--- config.mk ---
export PLATFORM = sky130hd
export DESIGN_NAME = sensor_hub_cfg
export DESIGN_NICKNAME = d
export VERILOG_FILES = /design/src/verilog/hub_cfg_pkg.sv /design/src/verilog/sensor_hub_cfg.sv
export SDC_FILE = /design/constraint.sdc
export NUM_CORES = 1
export LEC_CHECK = 0
export ABC_AREA = 1
export BUFFER_PORTS_ARGS = -buffer_cell sky130_fd_sc_hd__buf_2
export CAP_MARGIN = 20
export CORE_AREA = 5 5 182 184
export DETAILED_ROUTE_END_ITERATION = 16
export DIE_AREA = 0 0 187 189
export SLEW_MARGIN = 20
export SYNTH_ARGS = -nofsm -noshare
export SYNTH_HDL_FRONTEND = slang
export SYNTH_SLANG_ARGS = --single-unit
--- constraint.sdc ---
create_clock -name ref_clk_i -period 4.28 [get_ports ref_clk_i]
set_input_delay 0.214 -clock ref_clk_i [delete_from_list [all_inputs] [get_ports ref_clk_i]]
set_output_delay 0.214 -clock ref_clk_i [all_outputs]
set_load 0.05 [all_outputs]
--- src/verilog/hub_cfg_pkg.sv ---
// constants, types and register map of the sensor hub configuration block
// Overview of operation
// - in source mode the first sensor's register named by the write-data byte is read first, and only a non-zero value lets the pointer read follow.
// - sensors two to four each hold a 7-bit target address in bits 7:1 and a read enable in bit 0, both reset to zero.
// - sensors two to four each hold an 8-bit register pointer, reset to zero, read only when that sensor's read enable is set.
// - bits 7:6 of each configuration set decimation from the hub trigger: every trigger, every 2, every 4 or every 8.
// - bits 2:0 of each configuration give the number of consecutive reads done on that sensor per hub cycle.
// - bit 5 of the second sensor's configuration makes the first sensor's write happen only in the first hub cycle instead of every cycle.
// - the one-shot write flag has effect only when the sensor count selects more than one sensor.
// - the write-data byte is what is written to the first sensor, or in source mode the register address read first.
// - the first sensor's direction bit selects write at 0 and read at 1.
// - the 2-bit sensor count services one sensor at 00 up to four at 11.
// - the source-mode bit enables the conditioned read at 1 and disables it at 0.
package hub_cfg_pkg;
   localparam logic [3:0] OFS_S1_ADDR = 4'h2;
   localparam logic [3:0] OFS_S1_PTR = 4'h3;
   localparam logic [3:0] OFS_S1_CFG = 4'h4;
   localparam logic [3:0] OFS_S2_ADDR = 4'h5;
   localparam logic [3:0] OFS_S2_PTR = 4'h6;
   localparam logic [3:0] OFS_S2_CFG = 4'h7;
   localparam logic [3:0] OFS_S3_ADDR = 4'h8;
   localparam logic [3:0] OFS_S3_PTR = 4'h9;
   localparam logic [3:0] OFS_S3_CFG = 4'hA;
   localparam logic [3:0] OFS_S4_ADDR = 4'hB;
   localparam logic [3:0] OFS_S4_PTR = 4'hC;
   localparam logic [3:0] OFS_S4_CFG = 4'hD;
   localparam logic [3:0] OFS_WDATA = 4'hE;
   localparam logic [3:0] OFS_STATUS = 4'hF;
   localparam logic [7:0] REG_RESET = 8'h00;
   localparam int RATE_HI = 7;
   localparam int RATE_LO = 6;
   localparam int ONCE_BIT = 5;
   localparam int SRC_BIT = 3;
   localparam int CNT_HI = 5;
   localparam int CNT_LO = 4;
   localparam logic [2:0] DEC_RESET = 3'h0;

   typedef enum logic [2:0] {
      ST_IDLE = 3'b000,
      ST_PICK = 3'b001,
      ST_ISSUE = 3'b010,
      ST_WAIT = 3'b011,
      ST_NEXT = 3'b100
   } hub_state_type;

   typedef enum logic [1:0] {
      OP_WRITE = 2'b00,
      OP_READ = 2'b01,
      OP_SRC_CHECK = 2'b10
   } op_kind_type;

   typedef struct packed {
      op_kind_type kind;
      logic [6:0] target;
      logic [7:0] reg_ptr;
      logic [7:0] wdata;
   } i2c_req_type;
endpackage

--- src/verilog/sensor_hub_cfg.sv ---
// sensor hub configuration registers and per-cycle sequencer
//
// Added by the designer: register access over Avalon-MM.
`timescale 1ns/1ps
`default_nettype none
module sensor_hub_cfg (
   input wire logic ref_clk_i,
   input wire logic rst_n_i,
   input wire logic [5:0] avs_address_i,
   input wire logic avs_read_i,
   input wire logic avs_write_i,
   input wire logic [3:0] avs_byteenable_i,
   input wire logic [31:0] avs_writedata_i,
   output logic [31:0] avs_readdata_o,
   output logic avs_waitrequest_o,
   output logic [1:0] avs_response_o,
   input wire logic hub_trigger_i,
   output logic i2c_req_valid_o,
   output hub_cfg_pkg::i2c_req_type i2c_req_o,
   input wire logic i2c_done_i,
   input wire logic [7:0] i2c_rdata_i,
   output logic hub_busy_o
);
   logic [7:0] regs [2:14];
   logic answered;
   logic first_cycle_done;
   logic [2:0] dec_cnt;
   hub_cfg_pkg::hub_state_type state;
   logic [1:0] sensor_idx;
   logic [2:0] ops_left;
   logic src_pending;
   logic wr_sel;
   logic [3:0] word_idx;
   logic unmapped;

   function automatic logic [7:0] cfg_of(input logic [1:0] idx);
      cfg_of = regs[4 + 3 * idx];
   endfunction

   function automatic logic [7:0] addr_of(input logic [1:0] idx);
      addr_of = regs[2 + 3 * idx];
   endfunction

   function automatic logic [7:0] ptr_of(input logic [1:0] idx);
      ptr_of = regs[3 + 3 * idx];
   endfunction

   // decimation due when the trigger count is a multiple of 1, 2, 4 or 8
   function automatic logic rate_due(input logic [1:0] code, input logic [2:0] cnt);
      unique case (code)
         2'b00: rate_due = 1'b1;
         2'b01: rate_due = (cnt[0] == 1'b0);
         2'b10: rate_due = (cnt[1:0] == 2'b00);
         2'b11: rate_due = (cnt == 3'h0);
      endcase
   endfunction

   assign word_idx = avs_address_i[5:2];
   assign unmapped = (avs_address_i[1:0] != 2'b00) || (word_idx < hub_cfg_pkg::OFS_S1_ADDR);
   // write lands at the edge that sees waitrequest low, as the master expects
   assign wr_sel = avs_write_i && answered && !unmapped && avs_byteenable_i[0]
      && (word_idx != hub_cfg_pkg::OFS_STATUS);

   // one wait state per access: request seen, then answered
   always_ff @(posedge ref_clk_i or negedge rst_n_i) begin
      if (!rst_n_i) begin
         answered <= 1'b0;
         avs_waitrequest_o <= 1'b1;
      end else begin
         answered <= (avs_read_i || avs_write_i) && !answered;
         avs_waitrequest_o <= !((avs_read_i || avs_write_i) && !answered);
      end
   end

   always_ff @(posedge ref_clk_i or negedge rst_n_i) begin
      if (!rst_n_i) begin
         avs_readdata_o <= 32'h0000_0000;
         avs_response_o <= 2'b00;
      end else if ((avs_read_i || avs_write_i) && !answered) begin
         avs_response_o <= unmapped ? 2'b10 : 2'b00;
         if (!avs_read_i || unmapped) begin
            avs_readdata_o <= 32'h0000_0000;
         end else if (word_idx == hub_cfg_pkg::OFS_STATUS) begin
            avs_readdata_o <= {24'h00_0000, 1'b0, first_cycle_done, ops_left, state};
         end else begin
            avs_readdata_o <= {24'h00_0000, regs[word_idx]};
         end
      end
   end

   // bits held as written; keeping the must-be-zero bits clear is software's job
   always_ff @(posedge ref_clk_i or negedge rst_n_i) begin
      if (!rst_n_i) begin
         for (int i = 2; i <= 14; i++) begin
            regs[i] <= hub_cfg_pkg::REG_RESET;
         end
      end else if (wr_sel) begin
         regs[word_idx] <= avs_writedata_i[7:0];
      end
   end

   // trigger count for decimation; shared so all sensors align to trigger zero
   always_ff @(posedge ref_clk_i or negedge rst_n_i) begin
      if (!rst_n_i) begin
         dec_cnt <= hub_cfg_pkg::DEC_RESET;
      end else if (hub_trigger_i && state == hub_cfg_pkg::ST_IDLE) begin
         dec_cnt <= dec_cnt + 3'h1;
      end
   end

   logic [7:0] cfg_cur;
   logic [7:0] s1_cfg;
   logic once_active;
   logic sensor_on;
   logic [7:0] cur_addr;
   logic [7:0] s1_addr;
   assign cfg_cur = cfg_of(sensor_idx);
   assign s1_cfg = regs[hub_cfg_pkg::OFS_S1_CFG];
   assign cur_addr = addr_of(sensor_idx);
   assign s1_addr = regs[hub_cfg_pkg::OFS_S1_ADDR];
   // one-shot only meaningful with more than one sensor
   assign once_active = regs[hub_cfg_pkg::OFS_S2_CFG][hub_cfg_pkg::ONCE_BIT]
      && (s1_cfg[hub_cfg_pkg::CNT_HI:hub_cfg_pkg::CNT_LO] != 2'b00);
   // sensor one needs no read enable; others need their read enable; all still gated by rate, and sensor one's write also by one-shot
   assign sensor_on = ((sensor_idx == 2'd0) || cur_addr[0])
      && rate_due(cfg_cur[hub_cfg_pkg::RATE_HI:hub_cfg_pkg::RATE_LO], dec_cnt)
      && !((sensor_idx == 2'd0) && !s1_addr[0] && once_active && first_cycle_done);

   always_ff @(posedge ref_clk_i or negedge rst_n_i) begin
      if (!rst_n_i) begin
         state <= hub_cfg_pkg::ST_IDLE;
         sensor_idx <= 2'd0;
         ops_left <= 3'h0;
         src_pending <= 1'b0;
         first_cycle_done <= 1'b0;
         i2c_req_valid_o <= 1'b0;
         i2c_req_o <= '0;
         hub_busy_o <= 1'b0;
      end else begin
         i2c_req_valid_o <= 1'b0;
         unique case (state)
            hub_cfg_pkg::ST_IDLE: begin
               if (hub_trigger_i) begin
                  sensor_idx <= 2'd0;
                  hub_busy_o <= 1'b1;
                  state <= hub_cfg_pkg::ST_PICK;
               end
            end
            hub_cfg_pkg::ST_PICK: begin
               if (sensor_on) begin
                  // a write is one operation; reads repeat numop times
                  ops_left <= ((sensor_idx == 2'd0) && !s1_addr[0])
                     ? 3'h1 : cfg_cur[2:0];
                  src_pending <= (sensor_idx == 2'd0) && s1_addr[0]
                     && s1_cfg[hub_cfg_pkg::SRC_BIT];
                  state <= hub_cfg_pkg::ST_ISSUE;
               end else begin
                  state <= hub_cfg_pkg::ST_NEXT;
               end
            end
            hub_cfg_pkg::ST_ISSUE: begin
               if (ops_left == 3'h0) begin
                  state <= hub_cfg_pkg::ST_NEXT;
               end else begin
                  i2c_req_valid_o <= 1'b1;
                  i2c_req_o.target <= cur_addr[7:1];
                  i2c_req_o.wdata <= regs[hub_cfg_pkg::OFS_WDATA];
                  if (src_pending) begin
                     i2c_req_o.kind <= hub_cfg_pkg::OP_SRC_CHECK;
                     i2c_req_o.reg_ptr <= regs[hub_cfg_pkg::OFS_WDATA];
                  end else begin
                     i2c_req_o.kind <= ((sensor_idx == 2'd0) && !s1_addr[0])
                        ? hub_cfg_pkg::OP_WRITE : hub_cfg_pkg::OP_READ;
                     i2c_req_o.reg_ptr <= ptr_of(sensor_idx);
                  end
                  state <= hub_cfg_pkg::ST_WAIT;
               end
            end
            hub_cfg_pkg::ST_WAIT: begin
               if (i2c_done_i) begin
                  if (src_pending) begin
                     src_pending <= 1'b0;
                     // zero content abandons the conditioned read
                     if (i2c_rdata_i == 8'h00) begin
                        ops_left <= 3'h0;
                     end
                  end else begin
                     ops_left <= ops_left - 3'h1;
                  end
                  state <= hub_cfg_pkg::ST_ISSUE;
               end
            end
            hub_cfg_pkg::ST_NEXT: begin
               // count field caps how many sensors are visited
               if (sensor_idx == s1_cfg[hub_cfg_pkg::CNT_HI:hub_cfg_pkg::CNT_LO]) begin
                  first_cycle_done <= 1'b1;
                  hub_busy_o <= 1'b0;
                  state <= hub_cfg_pkg::ST_IDLE;
               end else begin
                  sensor_idx <= sensor_idx + 2'd1;
                  state <= hub_cfg_pkg::ST_PICK;
               end
            end
            default: state <= hub_cfg_pkg::ST_IDLE;
         endcase
      end
   end
endmodule
`default_nettype wire

==> reports/metrics.cfg <==
[power_and_ir_drop]
power-per-cell-area_mw_per_mm2 = 497
peakVddDrop_mv = 0.288
leakage_nw = 4.58

[floorplanning]
fp-row-count = 65
die_y_um = 189
ios = 118
core_sq_mm = 0.0312
initial_core_util_pct = 29.5
die_w_um = 187
dieArea_sq_mm = 0.0353

[flow_run]
cap_viol_max_count = 0

[sta]
slew_viol_final = 0
max_slew.worst_pin.slew_ns = 0.860
finalHoldViolations = 0
setup_viol = 0
rsz0062_at_grt = false
fin_crit_sh_pct = 71.9
skew_ns = 0.0197
finalSetupTns_ns = 0
period_needed_ns = 3.08
fmax_mhz = 325
relSlewSlack_pct = 42.7

[critical_path]
endpoint_kind = flip-flop
arrival_ns = 3.37
reg2reg_depth = 12
cp_slowest_cell = dfrtp_2
max_stage_delay_ns = 0.41
start_kind = flip-flop
crit_required_ns = 4.58
r2r-end = i2c_req_o[14]
rrSetupSlack_ns = 1.20
path_max_fanout = 18
cp_top_family = buffers and inverters
cp_cell_sequence = inv_2, ha_1, inv_2, nand2_8, inv_4, nor2_4, nand2_2, a211oi_2, o21ai_0, o21ai_0, nand3_1, o31ai_1
cp_num_buf_inv = 3
reg2reg_from = sensor_idx[0]
crit_type = flip-flop to flip-flop

[synth]
synth_edf_count = 0
ys_types = 49
ys_seq_area_share_pct = 42.1
synth.cell_area_sq_mm = 0.00921
yosysWarnings = 0
synth_ff_type = dfrtp_1
syn-mean-instance-area_sq_um = 7.41
syn_inst = 1242
ys_ff_latch = 155
async_flop_share_pct = 100

[final_layout]
antenna_cells = 0
layout-drive-gt1-share_pct = 10.9
fin_cells = 1694
finish.net_count = 1343
areaGrowthSynthToFinish_pct = 12.1

[placement]
port_buffers = 65
gp_congestion = 0.996
dp_hpwl_mm = 25.3
dp_cells = 1661

[clocking]
clk_latency_ns = 0.45
postCtsSetupRepairBufs = 0
clk_path_buf_depth = 2
clk_pin_slew_ns = 0.07
ctsRootBufferMaster = clkbuf_16
cts_tree = built
cts_buffers = 17
htree_levels = 4
cts.sinks = 155

[grt]
antenna_found_initial = 1
grt_pass1_vias = 8313
grt_max_degree = 110
grt_usage_pct = 19.5
grt_pass1_wl_mm = 52.8
grt_overflow = 0

[drt]
first_iter_violations = 1281
route.detailed.drc = 0
avgViaCountPerCell = 5.40
wirelength_mm = 35.0
ant_nets = 0
avgRoutedWirePerCell_um = 20.6
vias = 9142
dr.pass1.iters = 6

[hold_path]
hold_path_startpoint = avs_write_i
hold_path.class = input pin to flip-flop
min_to = answered
min_path_cells = 3

[status]
status = completed

[worst register-to-register path: cells and delay by family (launching register included)]
kind	cells	cell delay (ns)
buf+inv	3	0.90
simple gates	4	0.58
flops	1	0.41
fa+ha+maj	1	0.32
compound gates	4	0.72
[per-layer routing]
| layer | part of all wire, % | vias to the layer above | GRT usage, % | routed length, um |
|---|---|---|---|---|
| met1 | 44 | 4340 | 27.4 | 15300 |
| li1 | - | 4220 | - | - |
| met3 | 11 | 72 | 5.60 | 3850 |
| met2 | 42 | 508 | 28.5 | 14600 |
| met4 | 3.5 | 2 | 7.00 | 1220 |
| met5 | 0.051 | - | 0 | 18 |
[layout by cell type, fill, tap and decap left out, types with 2 or more instances in the layout]
cell          n
a211oi_1      8
a21oi_1      42
a221oi_1      2
a22o_1        5
a22oi_1      20
a2bb2oi_1     3
a31oi_1       8
buf_2        64
buf_4        16
clkbuf_16    17
clkinv_1      4
clkinv_2      3
clkinv_4      4
clkinvlp_4    2
conb_1       25
dfrtp_1     153
ha_1          8
inv_1       111
inv_2         6
inv_6         4
nand2_1     349
nand2_2       5
nand3_1      63
nand4_1       2
nor2_1       54
nor2_2        5
nor2_4        2
nor3_1        4
nor4_1        2
o2111ai_1     2
o211ai_1     19
o21ai_0     196
o21ai_1       3
o221ai_1     13
o22ai_1      41
o2bb2ai_1     2
o31ai_1       3
xnor2_1       2
xor2_1        2
[worst max path at each step]
stage | start | to | depth (start not counted)
floorplan | sensor_idx[0] | i2c_req_o[13] | 13
global placement | sensor_idx[0] | i2c_req_o[14] | 12
detailed placement | sensor_idx[0] | i2c_req_o[14] | 12
CTS | sensor_idx[0] | i2c_req_o[14] | 12
global route | sensor_idx[0] | ops_left[0] | 15
finish | sensor_idx[0] | i2c_req_o[14] | 12
[Yosys cell counts, drive strengths merged (2+ instances only)]
cell type	n	share of area [%]
a2bb2oi	3	0.29
o22ai	41	2.8
nor4	2	0.14
a22o	5	0.48
ha	8	1.1
clkinv	4	0.16
a211oi	9	0.79
xor2	2	0.19
clkbuf	31	1.3
o211ai	19	1.5
dfrtp	154	42
o2bb2ai	2	0.19
a21oi	42	2.3
a22oi	20	1.6
o31ai	3	0.24
nor2	62	3.0
xnor2	2	0.19
nor3	5	0.33
a221oi	3	0.35
buf	57	4.3
nand4	2	0.14
nand2	356	15
a31oi	8	0.54
o221ai	13	1.2
o21ai	199	11
nand3	64	3.5
inv	118	4.8
o2111ai	2	0.19
[power by group]
part	internal, mW	switching [mW]
Sequential	1.67	0.149
Clock	0.811	0.692
Combinational	0.453	1.35
[final cells by class]
type                            count  area [sq um]
Inverter                          122           460
Fill cell                        3347         20900
Clock buffer                       17           425
Timing Repair Buffer               82           464
Multi-Input combinational cell    901          4440
Clock inverter                     15           141
Sequential cell                   155          3880
Tap cell                          402           503
[per-stage QoR]
step                      instance area (sq um)  setup WS [ns]  utilization, %  power, mW  hold WS [ns]
final                                     10300           1.20            33.0       5.13        0.0436
after floorplan                            9300           1.65               -       3.13       -0.0816
after detailed placement                   9740           1.27            31.2       3.63         0.429
after global placement                     9740           1.27            31.2       3.61         0.426
after global routing                      10300           1.06            33.0       5.37        0.0557
after CTS                                 10300           1.23            33.0       5.13        0.0389
[logic make-up (layout without fill, tap and decap cells)]
logic type                 count (synthesis)  count (layout)  share of synthesized area (%)
and+or+nand+nor                          491             491                           22.0
xor gates and xnor gates                   4               4                          0.381
adders and majority gates                  8               8                           1.09
AOI/OAI and AO/OA                        373             373                           23.7
DFF                                      155             155                           42.1
other                                      1              25                         0.0407
buffers and inverters                    210             236                           10.6
[registers in the layout (all words and copies together), names as in the netlist, 2 cells and up]
| name | count |
|---|---|
| s1_cfg | 8 |
| state | 3 |
| regs | 88 |
| sensor_idx | 2 |
| avs_readdata_o | 8 |
| i2c_req_o | 25 |
| dec_cnt | 3 |
| s1_addr | 8 |
| ops_left | 3 |
[timing repair]
item / in CTS / in global routing
setup endpoints to repair: 0 / 0
endpoints found under the hold margin: 106 / 0
hold buffers: 1 / 0
gates resized for setup: 0 / 0
(Power assumes the default switching activity.)
